<file path="src/rtl/cpg_pkg.sv">
/*
 * Constants, types and register map of the counter pwm/fm generator.
 * Assumes a 50 MHz APB clock and that every user of a name writes cpg_pkg::name.
 */
// Notes on behaviour
// - five separate channels, each with own settings.
// - each channel picks one of five base ticks.
// - pulse-width mode: fixed frequency, input sets duty.
// - output frequency equals base times relative value.
// - level order picks high-first or low-first period.
// - duty always sets length of high phase.
// - disarmed channel drives configured static level.
// - plain modes arm only while application runs.
// - arm mode: arm input at half arms channel while application runs.
// - frequency mode: input sets frequency, duty constant.
// - frequency mode duty is the configured constant.
// - each channel drives its own output pin.
package cpg_pkg;

   // ==========================================================================
   // Clocking
   localparam int CLK_HZ = 50_000_000;
   localparam int REF_HZ = 1_000_000;
   localparam int REF_DIV = CLK_HZ / REF_HZ;
   localparam int DEC_DIV = 10;
   localparam int NUM_BASE = 5;
   localparam int NUM_CH = 5;

   // ==========================================================================
   // Fractions are unsigned with 16 fraction bits; 17'h10000 stands for one.
   localparam int FRAC_W = 17;
   localparam logic [16:0] FRAC_ONE = 17'h10000;
   localparam logic [16:0] FRAC_HALF = 17'h08000;
   localparam int CNT_W = 16;

   // ==========================================================================
   // Register map, byte addresses.
   localparam logic [11:0] ADDR_CTRL = 12'h000;
   localparam logic [11:0] ADDR_STATUS = 12'h004;
   localparam logic [11:0] ADDR_CH_BASE = 12'h020;
   localparam logic [11:0] ADDR_CH_END = 12'h0c0;
   localparam logic [4:0] OFS_CFG = 5'h00;
   localparam logic [4:0] OFS_FIXED = 5'h04;
   localparam logic [4:0] OFS_INPUT = 5'h08;
   localparam logic [4:0] OFS_ARM = 5'h0c;
   localparam logic [4:0] OFS_COUNT = 5'h10;

   // Field positions of the channel configuration word.
   localparam int CFG_MODE_LSB = 0;
   localparam int CFG_BASE_LSB = 2;
   localparam int CFG_ORDER_BIT = 5;
   localparam int CFG_IDLE_BIT = 6;
   localparam int CFG_W = 7;
   localparam int CTRL_RUN_BIT = 0;

   // Values after reset.
   localparam logic [6:0] CFG_RST = 7'h00;
   localparam logic [16:0] FIXED_RST = 17'h08000;
   localparam logic [16:0] INPUT_RST = 17'h00000;
   localparam logic [16:0] ARM_RST = 17'h00000;

   typedef enum logic [1:0] {
      CPG_MODE_PWM, CPG_MODE_PWM_ARM, CPG_MODE_FM, CPG_MODE_SPARE
   } cpg_mode_t;

   typedef enum logic [2:0] {
      base_clock_sel_1mhz, base_clock_sel_100khz, base_clock_sel_10khz,
      base_clock_sel_1khz, base_clock_sel_100hz
   } cpg_base_t;

endpackage : cpg_pkg

</file>
<file path="src/rtl/cpg_tick_if.sv">
/*
 * Carries the five base-rate tick pulses from the timebase to the channels.
 * Assumes a single clock domain shared by both ends.
 */
`timescale 1ns/1ps
interface cpg_tick_if;
   logic [cpg_pkg::NUM_BASE-1:0] tick;
   modport src (output tick);
   modport sink (input tick);
endinterface : cpg_tick_if

</file>
<file path="src/rtl/cpg_timebase.sv">
/*
 * Timebase: divides pclk to a 1 MHz reference and then by decades.
 * Assumes pclk at the rate given in the package; ticks are one-cycle pulses.
 */
`timescale 1ns/1ps
module cpg_timebase (
   input wire logic pclk, // APB clock
   input wire logic presetn, // asynchronous reset, active low
   cpg_tick_if.src ticks // base-rate tick pulses
);

   // ==========================================================================
   // Reference divider
   logic [5:0] ref_cnt_r;
   logic [cpg_pkg::NUM_BASE-1:0] tick_r;
   logic [3:0] dec_cnt_r [1:cpg_pkg::NUM_BASE-1];

   // All five rates hang off one 1 MHz reference, as the counters expect.
   always_ff @(posedge pclk or negedge presetn) begin
      if (!presetn) begin
         ref_cnt_r <= 6'h00;
         tick_r[0] <= 1'b0;
      end else begin
         tick_r[0] <= (ref_cnt_r == 6'(cpg_pkg::REF_DIV - 1));
         if (ref_cnt_r == 6'(cpg_pkg::REF_DIV - 1)) begin
            ref_cnt_r <= 6'h00;
         end else begin
            ref_cnt_r <= ref_cnt_r + 6'h01;
         end
      end
   end

   // ==========================================================================
   // Decade chain: 100 kHz, 10 kHz, 1 kHz and 100 Hz.
   for (genvar k = 1; k < cpg_pkg::NUM_BASE; k++) begin : g_dec
      always_ff @(posedge pclk or negedge presetn) begin
         if (!presetn) begin
            dec_cnt_r[k] <= 4'h0;
            tick_r[k] <= 1'b0;
         end else begin
            tick_r[k] <= tick_r[k-1] && (dec_cnt_r[k] == 4'(cpg_pkg::DEC_DIV - 1));
            if (tick_r[k-1]) begin
               if (dec_cnt_r[k] == 4'(cpg_pkg::DEC_DIV - 1)) begin
                  dec_cnt_r[k] <= 4'h0;
               end else begin
                  dec_cnt_r[k] <= dec_cnt_r[k] + 4'h1;
               end
            end
         end
      end
   end

   assign ticks.tick = tick_r;

endmodule : cpg_timebase

</file>
<file path="src/rtl/cpg_top.sv">
/*
 * Five-channel counter waveform generator with an APB register file.
 * Each channel makes pulse-width or frequency modulated square waves.
 * Assumes an APB master on pclk; the output pins feed external loads.
 */
`timescale 1ns/1ps
module cpg_top (
   input wire logic pclk, // APB clock, 50 MHz
   input wire logic presetn, // asynchronous reset, active low
   input wire logic [11:0] paddr, // APB byte address
   input wire logic psel, // APB select
   input wire logic penable, // APB access phase
   input wire logic pwrite, // APB write when high
   input wire logic [31:0] pwdata, // APB write data
   output logic [31:0] prdata, // APB read data
   output logic pready, // APB ready, one wait state
   output logic pslverr, // APB error on unmapped address
   output logic [cpg_pkg::NUM_CH-1:0] pwm_out // counter output pins
);

   // ==========================================================================
   // Address decode helpers
   function automatic logic ch_hit(input logic [11:0] a);
      logic [11:0] d;
      d = a - cpg_pkg::ADDR_CH_BASE;
      ch_hit = (a >= cpg_pkg::ADDR_CH_BASE) && (a < cpg_pkg::ADDR_CH_END)
               && (a[1:0] == 2'h0) && (d[4:0] <= cpg_pkg::OFS_COUNT);
   endfunction : ch_hit

   function automatic logic [2:0] ch_idx(input logic [11:0] a);
      logic [11:0] d;
      d = a - cpg_pkg::ADDR_CH_BASE;
      ch_idx = d[7:5];
   endfunction : ch_idx

   // Register offset inside a channel window; windows lie 32 bytes apart.
   function automatic logic [4:0] ch_ofs(input logic [11:0] a);
      logic [11:0] d;
      d = a - cpg_pkg::ADDR_CH_BASE;
      ch_ofs = d[4:0];
   endfunction : ch_ofs

   // Values above one are saturated so a period can never hold more than one.
   function automatic logic [16:0] clamp_frac(input logic [31:0] v);
      clamp_frac = (v > 32'(cpg_pkg::FRAC_ONE)) ? cpg_pkg::FRAC_ONE : v[16:0];
   endfunction : clamp_frac

   // Illegal base codes fall back to the fastest rate.
   function automatic logic [2:0] base_idx(input logic [2:0] s);
      unique case (s)
         cpg_pkg::base_clock_sel_1mhz: base_idx = 3'h0;
         cpg_pkg::base_clock_sel_100khz: base_idx = 3'h1;
         cpg_pkg::base_clock_sel_10khz: base_idx = 3'h2;
         cpg_pkg::base_clock_sel_1khz: base_idx = 3'h3;
         cpg_pkg::base_clock_sel_100hz: base_idx = 3'h4;
         default: base_idx = 3'h0;
      endcase
   endfunction : base_idx

   // ==========================================================================
   // APB slave handshake
   logic pready_r;
   logic pslverr_r;
   logic [31:0] prdata_r;

   logic access;
   logic commit;
   logic addr_ok;
   logic [31:0] rd_word;

   assign access = psel && penable;
   // A request is taken at the edge where the master sees pready high.
   assign commit = access && pready_r;
   assign addr_ok = (paddr == cpg_pkg::ADDR_CTRL) || (paddr == cpg_pkg::ADDR_STATUS)
                    || ch_hit(paddr);

   // Ready rises one cycle into the access phase and drops the cycle after.
   always_ff @(posedge pclk or negedge presetn) begin
      if (!presetn) begin
         pready_r <= 1'b0;
      end else begin
         pready_r <= access && !pready_r;
      end
   end

   // Read data and error are captured on the same edge that raises ready, so both leave
   // from flip-flops; the price is one fixed wait state.
   always_ff @(posedge pclk or negedge presetn) begin
      if (!presetn) begin
         prdata_r <= 32'h0000_0000;
         pslverr_r <= 1'b0;
      end else if (access && !pready_r) begin
         prdata_r <= pwrite ? 32'h0000_0000 : rd_word;
         pslverr_r <= !addr_ok;
      end else begin
         pslverr_r <= 1'b0;
      end
   end

   // ==========================================================================
   // Software registers
   logic run_r;
   logic [cpg_pkg::CFG_W-1:0] cfg_r [cpg_pkg::NUM_CH];
   logic [16:0] fixed_r [cpg_pkg::NUM_CH];
   logic [16:0] input_r [cpg_pkg::NUM_CH];
   logic [16:0] arm_in_r [cpg_pkg::NUM_CH];
   logic wr_ch;
   logic [2:0] wr_idx;
   logic [4:0] wr_ofs;

   // STATUS and COUNT writes fall through with no effect and no error.
   assign wr_ch = commit && pwrite && ch_hit(paddr);
   assign wr_idx = ch_idx(paddr);
   assign wr_ofs = ch_ofs(paddr);

   // The run bit stands for the controlling application being started.
   always_ff @(posedge pclk or negedge presetn) begin
      if (!presetn) begin
         run_r <= 1'b0;
      end else if (commit && pwrite && (paddr == cpg_pkg::ADDR_CTRL)) begin
         run_r <= pwdata[cpg_pkg::CTRL_RUN_BIT];
      end
   end

   // Each channel owns its own copy of every setting.
   always_ff @(posedge pclk or negedge presetn) begin
      if (!presetn) begin
         for (int i = 0; i < cpg_pkg::NUM_CH; i++) begin
            cfg_r[i] <= cpg_pkg::CFG_RST;
            fixed_r[i] <= cpg_pkg::FIXED_RST;
            input_r[i] <= cpg_pkg::INPUT_RST;
            arm_in_r[i] <= cpg_pkg::ARM_RST;
         end
      end else if (wr_ch) begin
         for (int i = 0; i < cpg_pkg::NUM_CH; i++) begin
            if (wr_idx == 3'(i)) begin
               if (wr_ofs == cpg_pkg::OFS_CFG) begin
                  cfg_r[i] <= pwdata[cpg_pkg::CFG_W-1:0];
               end
               // The fixed setting is refused while running, so a running channel
               // never changes its step in pulse-width modes, nor its duty in frequency mode.
               if ((wr_ofs == cpg_pkg::OFS_FIXED) && !run_r) begin
                  fixed_r[i] <= clamp_frac(pwdata);
               end
               // The host refreshes this once per sample period; it is held between.
               if (wr_ofs == cpg_pkg::OFS_INPUT) begin
                  input_r[i] <= clamp_frac(pwdata);
               end
               if (wr_ofs == cpg_pkg::OFS_ARM) begin
                  arm_in_r[i] <= clamp_frac(pwdata);
               end
            end
         end
      end
   end

   // ==========================================================================
   // Timebase
   // One timebase serves all channels, so equal rates stay in step.
   cpg_tick_if tick_bus ();

   cpg_timebase u_timebase (
      .pclk (pclk),
      .presetn (presetn),
      .ticks (tick_bus.src)
   );

   // ==========================================================================
   // Channel engines
   logic [cpg_pkg::NUM_CH-1:0] armed_v;
   logic [cpg_pkg::NUM_CH-1:0] out_v;
   logic [cpg_pkg::NUM_CH-1:0] pend_v;
   logic [cpg_pkg::CNT_W-1:0] periods_v [cpg_pkg::NUM_CH];

   for (genvar g = 0; g < cpg_pkg::NUM_CH; g++) begin : g_ch
      cpg_pkg::cpg_mode_t mode;
      logic tick;
      logic armed;
      logic [16:0] step_live;
      logic [16:0] duty_live;
      logic [17:0] sum;
      logic wrap;
      logic [16:0] acc_nxt;
      logic high;
      logic upd;

      logic [16:0] acc_r;
      logic [16:0] step_sh_r;
      logic [16:0] duty_sh_r;
      logic out_r;
      logic armed_r;
      logic pend_r;
      logic [cpg_pkg::CNT_W-1:0] periods_r;

      assign mode = cpg_pkg::cpg_mode_t'(cfg_r[g][cpg_pkg::CFG_MODE_LSB +: 2]);
      // The selected base rate steps the phase; nothing moves between ticks.
      assign tick = tick_bus.tick[base_idx(cfg_r[g][cpg_pkg::CFG_BASE_LSB +: 3])];

      // Arming follows the run bit, and in arm mode also the arm input.
      // The spare mode code behaves as plain pulse width.
      always_comb begin
         unique case (mode)
            cpg_pkg::CPG_MODE_PWM_ARM: armed = run_r && (arm_in_r[g] >= cpg_pkg::FRAC_HALF);
            cpg_pkg::CPG_MODE_PWM: armed = run_r;
            cpg_pkg::CPG_MODE_FM: armed = run_r;
            cpg_pkg::CPG_MODE_SPARE: armed = run_r;
         endcase
      end

      // In frequency mode the input is the rate and the duty is fixed.
      // Otherwise the rate is fixed and the input is the duty.
      always_comb begin
         if (mode == cpg_pkg::CPG_MODE_FM) begin
            step_live = input_r[g];
            duty_live = fixed_r[g];
         end else begin
            step_live = fixed_r[g];
            duty_live = input_r[g];
         end
      end

      // One period is one wrap of a phase accumulator stepped by the relative
      // frequency, so the output rate is the base rate times that fraction.
      assign sum = {1'b0, acc_r} + {1'b0, step_sh_r};
      assign wrap = sum >= {1'b0, cpg_pkg::FRAC_ONE};
      // Subtracting one keeps the remainder, so no fraction of a step is lost.
      assign acc_nxt = wrap ? 17'(sum - {1'b0, cpg_pkg::FRAC_ONE}) : sum[16:0];

      // The duty fraction is always the high share of the period, whichever
      // half comes first.
      always_comb begin
         if (cfg_r[g][cpg_pkg::CFG_ORDER_BIT]) begin
            high = ({1'b0, acc_r} + {1'b0, duty_sh_r}) >= {1'b0, cpg_pkg::FRAC_ONE};
         end else begin
            high = acc_r < duty_sh_r;
         end
      end

      // Shadows load only at a period boundary, so a mid-period write never
      // cuts a pulse short. While disarmed they follow the live values.
      assign upd = !armed || (tick && wrap);

      always_ff @(posedge pclk or negedge presetn) begin
         if (!presetn) begin
            step_sh_r <= cpg_pkg::FIXED_RST;
            duty_sh_r <= cpg_pkg::INPUT_RST;
         end else if (upd) begin
            step_sh_r <= step_live;
            duty_sh_r <= duty_live;
         end
      end

      // Arming restarts the period from its first phase.
      always_ff @(posedge pclk or negedge presetn) begin
         if (!presetn) begin
            acc_r <= 17'h00000;
         end else if (!armed) begin
            acc_r <= 17'h00000;
         end else if (tick) begin
            acc_r <= acc_nxt;
         end
      end

      // Reset leaves the channel disarmed at its static level.
      always_ff @(posedge pclk or negedge presetn) begin
         if (!presetn) begin
            out_r <= 1'b0;
            armed_r <= 1'b0;
         end else begin
            armed_r <= armed;
            out_r <= armed ? high : cfg_r[g][cpg_pkg::CFG_IDLE_BIT];
         end
      end

      // A write waiting for the next boundary; a new write wins over the clear.
      always_ff @(posedge pclk or negedge presetn) begin
         if (!presetn) begin
            pend_r <= 1'b0;
         end else if (wr_ch && (wr_idx == 3'(g)) && armed
                      && (wr_ofs == cpg_pkg::OFS_INPUT)) begin
            pend_r <= 1'b1;
         end else if (upd) begin
            pend_r <= 1'b0;
         end
      end

      // The tally wraps after 65536 periods and restarts on every disarm.
      always_ff @(posedge pclk or negedge presetn) begin
         if (!presetn) begin
            periods_r <= '0;
         end else if (!armed) begin
            periods_r <= '0;
         end else if (tick && wrap) begin
            periods_r <= periods_r + 16'h0001;
         end
      end

      assign armed_v[g] = armed_r;
      assign out_v[g] = out_r;
      assign pend_v[g] = pend_r;
      assign periods_v[g] = periods_r;
   end

   // ==========================================================================
   // Read mux
   logic [2:0] rd_idx;

   assign rd_idx = ch_idx(paddr);

   // The word depends on the address and the registers, not the handshake, so it has settled well before the
   // first access edge captures it.
   always_comb begin
      rd_word = 32'h0000_0000;
      if (paddr == cpg_pkg::ADDR_CTRL) begin
         rd_word[cpg_pkg::CTRL_RUN_BIT] = run_r;
      end else if (paddr == cpg_pkg::ADDR_STATUS) begin
         // Armed flags, then pin levels, then pending updates.
         rd_word[14:0] = {pend_v, out_v, armed_v};
      end else if (ch_hit(paddr)) begin
         for (int i = 0; i < cpg_pkg::NUM_CH; i++) begin
            if (rd_idx == 3'(i)) begin
               unique case (ch_ofs(paddr))
                  cpg_pkg::OFS_CFG: rd_word[cpg_pkg::CFG_W-1:0] = cfg_r[i];
                  cpg_pkg::OFS_FIXED: rd_word[16:0] = fixed_r[i];
                  cpg_pkg::OFS_INPUT: rd_word[16:0] = input_r[i];
                  cpg_pkg::OFS_ARM: rd_word[16:0] = arm_in_r[i];
                  cpg_pkg::OFS_COUNT: rd_word[cpg_pkg::CNT_W-1:0] = periods_v[i];
                  default: rd_word = 32'h0000_0000;
               endcase
            end
         end
      end
   end

   // ==========================================================================
   // Outputs
   assign prdata = prdata_r;
   assign pready = pready_r;
   assign pslverr = pslverr_r;
   // Pins are low in reset, the idle level of the reset settings.
   // Every channel has a pin of its own.
   assign pwm_out = out_v;

endmodule : cpg_top

</file>
<file path="config.mk">
export PLATFORM = sky130hd
export DESIGN_NAME = cpg_top
export DESIGN_NICKNAME = d
export VERILOG_FILES = /design/src/rtl/cpg_pkg.sv /design/src/rtl/cpg_tick_if.sv /design/src/rtl/cpg_timebase.sv /design/src/rtl/cpg_top.sv
export SDC_FILE = /design/constraint.sdc
export NUM_CORES = 2
export LEC_CHECK = 0
export ABC_AREA = 1
export BUFFER_PORTS_ARGS = -buffer_cell sky130_fd_sc_hd__buf_2
export CAP_MARGIN = 20
export CORE_MARGIN = 2
export CORE_UTILIZATION = 30
export CTS_BUF_LIST = sky130_fd_sc_hd__clkbuf_2 sky130_fd_sc_hd__clkbuf_4 sky130_fd_sc_hd__clkbuf_8
export DETAILED_ROUTE_END_ITERATION = 10
export HOLD_SLACK_MARGIN = 0.06
export SLEW_MARGIN = 0
export SYNTH_ARGS = -nofsm -noshare
export SYNTH_HDL_FRONTEND = slang
export SYNTH_SLANG_ARGS = --single-unit
export TNS_END_PERCENT = 30
</file>
<file path="constraint.sdc">
create_clock -name pclk -period 4.9 [get_ports pclk]
set_clock_uncertainty 0.2 [all_clocks]
set_input_delay 0.245 -clock pclk [delete_from_list [all_inputs] [get_ports pclk]]
set_output_delay 0.245 -clock pclk [all_outputs]
set_load 0.01 [all_outputs]
</file>
* Word-level counts from Yosys, hierarchy flattened *
Index checks and enable logic that the tools add are counted.

cells by class
  add/subtract/negate cells = 26
  $lt $le $gt $ge = 29
  equal/unequal tests = 59
  muxes and demuxes = 118
  reduce and logical (&&, ||, !) cells = 95

operator list
  cell                                                                 count
  two-way mux 17 bit                                                   28
  two-way mux 32 bit                                                   12
  adder 17 x 17 -> 18 bit                                              10
  greater-or-equal comparator 18 x 17 -> 1 bit, second input constant  10
  case mux 9 bit (5 select lines)                                      4
  case mux 7 bit (5 select lines)                                      5
  two-way mux 16 bit                                                   10
  greater-or-equal comparator 17 x 16 -> 1 bit, second input constant  5
  < comparator 17 bit                                                  5
  subtractor 17 bit, second input constant                             5
  adder 16 x 1 -> 16 bit, second input constant                        5
  two-way mux 15 bit                                                   5
  case mux 3 bit (4 select lines)                                      5
  AND reduction 3 bit                                                  20
  logical AND 1 bit                                                    39
  == test 3 x 2 -> 1 bit, second input constant                        12
  case mux 9 bit (4 select lines)                                      1
  > comparator 32 x 17 -> 1 bit, second input constant                 1
  two-way mux 31 bit                                                   1
  two-way mux 1 bit                                                    27
  == test 2 bit, second input constant                                 10
  < comparator 3 x 4 -> 1 bit, second input constant                   5
  == test 3 x 1 -> 1 bit, second input constant                        6
  == test 3 bit, second input constant                                 6
  31 further kinds                                                     90

word-level totals
  register bits after elaboration = 702
  input port bits = 49
  word-level logic and storage cells = 396

* Logic depth before layout (Yosys ltp) *
  depth after elaboration = 22
  gate-level depth with buffers = 17
  mapped depth without buffers = 16

* By module *
From an unflattened synthesis, not the netlist that was laid out.

unflattened totals
  cells, all modules = 5,565
  area, all modules = 41,378.4 um2

by module, submodules not included
  module        times used  cells each  area an instance (um2)  seq. area each (um2)
  cpg_top       1           5,438       40,226.1                16,528.4
  cpg_timebase  1           127         1,152.4                 675.6

* Worst setup path after synthesis *
OpenSTA, ideal clock, no wires.

  path type = reg2reg
  start = register g_ch[1].acc_r[0]
  end = register g_ch[1].duty_sh_r[7]
  setup time = 126 ps
  data arrival time = 2,323 ps
  required time = 4,574 ps
  setup slack = 2,251 ps
  stages on the path, launching flop included = 17
  buffers on the path = 2
  period minus slack after synthesis = 2,649 ps
  cell sequence = dfrtp_1 ha_1 fa_1 nand3_1 nand2_1 nand2_1 nand3_1 nand3_1 nand3b_1 nand2_1 nand2_1 nand2_1 nand2_1 buf_4 buf_4 nand2_1 o21ai_0

on the way
  longest elaborated chain between the ends = 4

ends and longest elaborated chain
  element                                       RTL line        RTL
  start, declared                               cpg_top.sv:187  logic [16:0] acc_r;
  start signal, assigned                        cpg_top.sv:260  acc_r <= acc_nxt;
  adder 17 x 17 -> 18 bit                       cpg_top.sv:224  assign sum = {1'b0, acc_r} + {1'b0, step_sh_r};
  greater-or-equal comparator 18 x 17 -> 1 bit  cpg_top.sv:225  assign wrap = sum >= {1'b0, cpg_pkg::FRAC_ONE};
  logical AND 1 bit                             cpg_top.sv:241  assign upd = !armed || (tick && wrap);
  logical OR 1 bit                              cpg_top.sv:241
  end signal, assigned                          cpg_top.sv:246  duty_sh_r <= cpg_pkg::INPUT_RST;
  end signal, assigned                          cpg_top.sv:249  duty_sh_r <= duty_live;
  end, declared                                 cpg_top.sv:189  logic [16:0] duty_sh_r;

No other way between the ends.
A chain may end at the register's enable or synchronous reset.

* Worst setup path in the final report *
  start = input paddr[5]
  end = register prdata_r[0], in the netlist prdata[0]

on the way
  longest elaborated chain between the ends = 17
  elaborated cells on any way between the ends = 28
  those cells by class = add/sub (1); order compare (2); eq/ne (5); mux (15); reduce/logical (5)

ends and longest elaborated chain
  element                          RTL line        RTL
  start, declared                  cpg_top.sv:10   input wire logic [11:0] paddr,
  subtractor 8 x 6 -> 8 bit        --
  logical NOT 3 bit                cpg_top.sv:321  if (rd_idx == 3'(i)) begin
  two-way mux 17 bit               cpg_top.sv:321
  two-way mux 32 bit (3 in a row)  --
  two-way mux 32 bit (2 in a row)  cpg_top.sv:321
  two-way mux 32 bit               cpg_top.sv:319  end else if (ch_hit(paddr)) begin
  two-way mux 32 bit               cpg_top.sv:316  end else if (paddr == cpg_pkg::ADDR_STATUS) begin
  two-way mux 32 bit               cpg_top.sv:314  if (paddr == cpg_pkg::ADDR_CTRL) begin
  two-way mux 32 bit (2 in a row)  cpg_top.sv:321
  two-way mux 32 bit               cpg_top.sv:319
  two-way mux 15 bit               cpg_top.sv:316
  two-way mux 1 bit *              cpg_top.sv:314
  two-way mux 32 bit *             cpg_top.sv:93   prdata_r <= pwrite ? 32'h0000_0000 : rd_word;
  end signal, assigned             cpg_top.sv:93
  end, declared                    cpg_top.sv:64   logic [31:0] prdata_r;

Every way passes the cells marked *; elsewhere a longest branch is shown, timed or not. The select of a mux whose other input is x is not followed.

==> flow_metrics.tcl <==
set metrics [dict create \
    tns_ns 0 \
    setup_violations 0 \
    clock_path_buffers 3 \
    antenna_left 0 \
    min_from "paddr[9]" \
    syn2layout_area_growth_pct 13.5 \
    grt_pass1_vias 36300 \
    power_density_nw_per_um2 259 \
    worstHoldEndpoint "prdata[8]$_DFFE_PN0P_" \
    via_count 38400 \
    outcome "finished, final reports clean" \
    die-width_um 376 \
    ios 88 \
    r2r_cells 16 \
    crit_path_start_kind "input pin" \
    p_leak_nw 22.6 \
    cts_tree "done" \
    avgSynthCellArea_um2 7.43 \
    grt_pass1_wl_um 214000 \
    criticalPathCategory "in -> reg" \
    fin_cells 7589 \
    final_common_cell "nand2_1" \
    viasPerCell 5.06 \
    synth_ff_type "dfrtp_1" \
    synth_area_leaders "dfrtp_1 41%, nand2_1 15%, o21ai_0 8.5%" \
    required_ns 5.48 \
    detailedRoute.firstIterationViolations 3700 \
    drv_cap 0 \
    finalCriticalPeriod_ns 3.99 \
    dp_hpwl_um 97900 \
    seq_area_frac_synth_pct 41.3 \
    postSynth.asyncResetShare_pct 100 \
    n_fill_cell 14500 \
    yosysTopAreaCell "dfrtp_1" \
    die_h_um 376 \
    worstMarginPinSlew_ns 1.00 \
    hold_path_class "in -> reg" \
    synthDominantCellAreaShare_pct 40.7 \
    max-slew-margin-rel_pct 33.0 \
    synth-seq-cells 687 \
    final.period_utilization_pct 81.4 \
    ys.warnings.count 0 \
    post_drt_wl_per_cell_um 18.2 \
    cp.arrival_ns 4.57 \
    synth_edf_count 0 \
    final_hold_viol_count 0 \
    drv_slew 0 \
    syn_area_um2 41600 \
    route.detailed.drc 0 \
    end_kind "flip-flop" \
    ir_drop_mv 0.190 \
    fin_nets 5993 \
    placed_cells 7294 \
    rsz0062_at_grt "no" \
    cts.sinks 687 \
    grt.overflow.total 0 \
    first_pass_iters 6 \
    cp_max_fo 4 \
    track_usage_pct 19.3 \
    wl_um 138000 \
    final_cell_area_um2 47200 \
    clk_pin_slew_ns 0.06 \
    total_power_mw 12.2 \
    gp_congestion 0.929 \
    synth_cells 5601 \
    start_util_pct 30.3 \
    placed_cell_area_um2 43700 \
    final_cell_mix "1628 x nand2_1, 707 x o21ai_0, 677 x dfrtp_1" \
    dieArea_um2 142000 \
    coreArea_um2 137000 \
    numCtsBuffers 130 \
    reg2reg_slack_ns 1.41 \
    worstSkewPairLatency_ns 0.84 \
    htreeDepth 4 \
    synth_cell_types 57 \
    cts_resized 0 \
    grt_start_max_net_pins 132 \
    io_buffers 72 \
    min_delay_path_depth 8 \
    cts_root_buffer "clkbuf_8" \
    rows 136 \
    fmax_mhz 251 \
    antenna_found_initial 4 \
    worstReg2RegEnd "g_ch[3].step_sh_r[14]$_DFFE_PN0P_" \
    drive_gt1_share_pct 7.67 \
    timing.rr.start "g_ch[3].acc_r[0]$_DFFE_PN0P_" \
]
power breakdown:
group / internal (mW) / switching, mW
combinational: 0.0663 / 0.237
clock: 3.51 / 2.73
sequential: 5.68 / 0.000741
total: 9.25 / 2.97
logic make-up (layout without fill, tap and decap cells):
| family | after synthesis | in the layout | synth area share, % |
|---|---|---|---|
| other cells | 1 | 18 | 0.00901 |
| fa+ha+maj | 257 | 257 | 7.82 |
| flops | 687 | 687 | 41.3 |
| compound gates | 1267 | 1267 | 16.0 |
| buf+inv | 799 | 976 | 7.87 |
| simple gates | 2481 | 2481 | 24.7 |
| xor+xnor | 109 | 109 | 2.29 |
layout make-up:
| class | count | area, um2 | share of cell area, % |
|---|---|---|---|
| Multi-Input combinational cell | 4129 | 21300 | 45.1 |
| Tap cell | 1794 | 2240 | 4.75 |
| Clock buffer | 204 | 2550 | 5.40 |
| Inverter | 546 | 2050 | 4.34 |
| Antenna cell | 3 | 7.51 | 0.0159 |
| Clock inverter | 33 | 315 | 0.667 |
| Sequential cell | 687 | 17200 | 36.4 |
| Timing Repair Buffer | 193 | 1580 | 3.35 |
layer usage:
metal  up-vias  global-route usage, %  wire length, um
li1      18600                      -                -
met3       266                   3.66            10200
met1     18200                   26.6            61700
met2      1329                   30.3            62100
met5         -                      0               21
met4         4                   6.71             4400
critical path: stages:
cell and delay, ns:
dlygate4sd3_1 0.59, buf_2 0.18, nor2_1 0.09, dlygate4sd3_1 0.56, nand3_1 0.07, dlygate4sd3_1 0.62, nor3b_1 0.20, dlygate4sd3_1 0.61
a21oi_1 0.07, dlygate4sd3_1 0.58, nand2_1 0.06, nand2_1 0.05, dlygate4sd3_1 0.56, nand2_1 0.07
metrics by stage:
stage / setup slack (ns) / utilization [%] / hold WS (ns)
floorplan: 2.25 / - / -0.251
global placement: 1.46 / 31.8 / 0.141
detailed placement: 1.43 / 31.8 / 0.147
CTS: 1.08 / 34.3 / 0.0880
global route: 0.772 / 34.4 / 0.251
finish: 0.913 / 34.4 / 0.162
sequential cells by signal (all words and copies together) (netlist names), 6 cells and up:
signal and flops:
arm_in_r 85, cfg_r 35, fixed_r 85, g_ch.acc_r 85, g_ch.duty_sh_r 85, g_ch.periods_r 80
g_ch.step_sh_r 85, input_r 85, prdata 17, u_timebase.dec_cnt_r 16, u_timebase.ref_cnt_r 6
cells in the mapped netlist (11+ instances only):
cell type	number
dfrtp_1	677
buf_4	28
xor2_1	87
o21ai_0	707
ha_1	252
nand3_1	301
buf_2	39
nand2_1	1638
inv_1	531
nand4_1	62
o22ai_1	44
nand3b_1	13
a21oi_1	324
o21ai_1	91
o31ai_1	21
buf_6	16
clkbuf_1	160
nor3_1	72
nor4_1	28
a21o_1	12
nor2_1	323
a31oi_1	11
xnor2_1	22
worst max-delay path by stage:
stage | from | slack (ns) | to | cells after the start
6_report | paddr[5] | 0.91 | prdata[0]$_DFFE_PN0P_ | 14
5_1_grt | paddr[5] | 0.77 | prdata[0]$_DFFE_PN0P_ | 14
4_1_cts | paddr[5] | 1.08 | prdata[0]$_DFFE_PN0P_ | 14
3_5_place_dp | g_ch[3].acc_r[0]$_DFFE_PN0P_ | 1.43 | g_ch[3].step_sh_r[12]$_DFFE_PN0P_ | 16
3_3_place_gp | g_ch[3].acc_r[0]$_DFFE_PN0P_ | 1.46 | g_ch[3].step_sh_r[14]$_DFFE_PN0P_ | 16
2_1_floorplan | g_ch[1].acc_r[0]$_DFFE_PN0P_ | 2.25 | g_ch[1].duty_sh_r[7]$_DFFE_PN0P_ | 16
repair_timing:
action,in CTS,in global routing
setup endpoints to repair,0,0
buffers inserted,0,0
hold buffers,51,0
endpoints found under the hold margin,968,0
No activity file was read; power rests on OpenSTA's default activity.
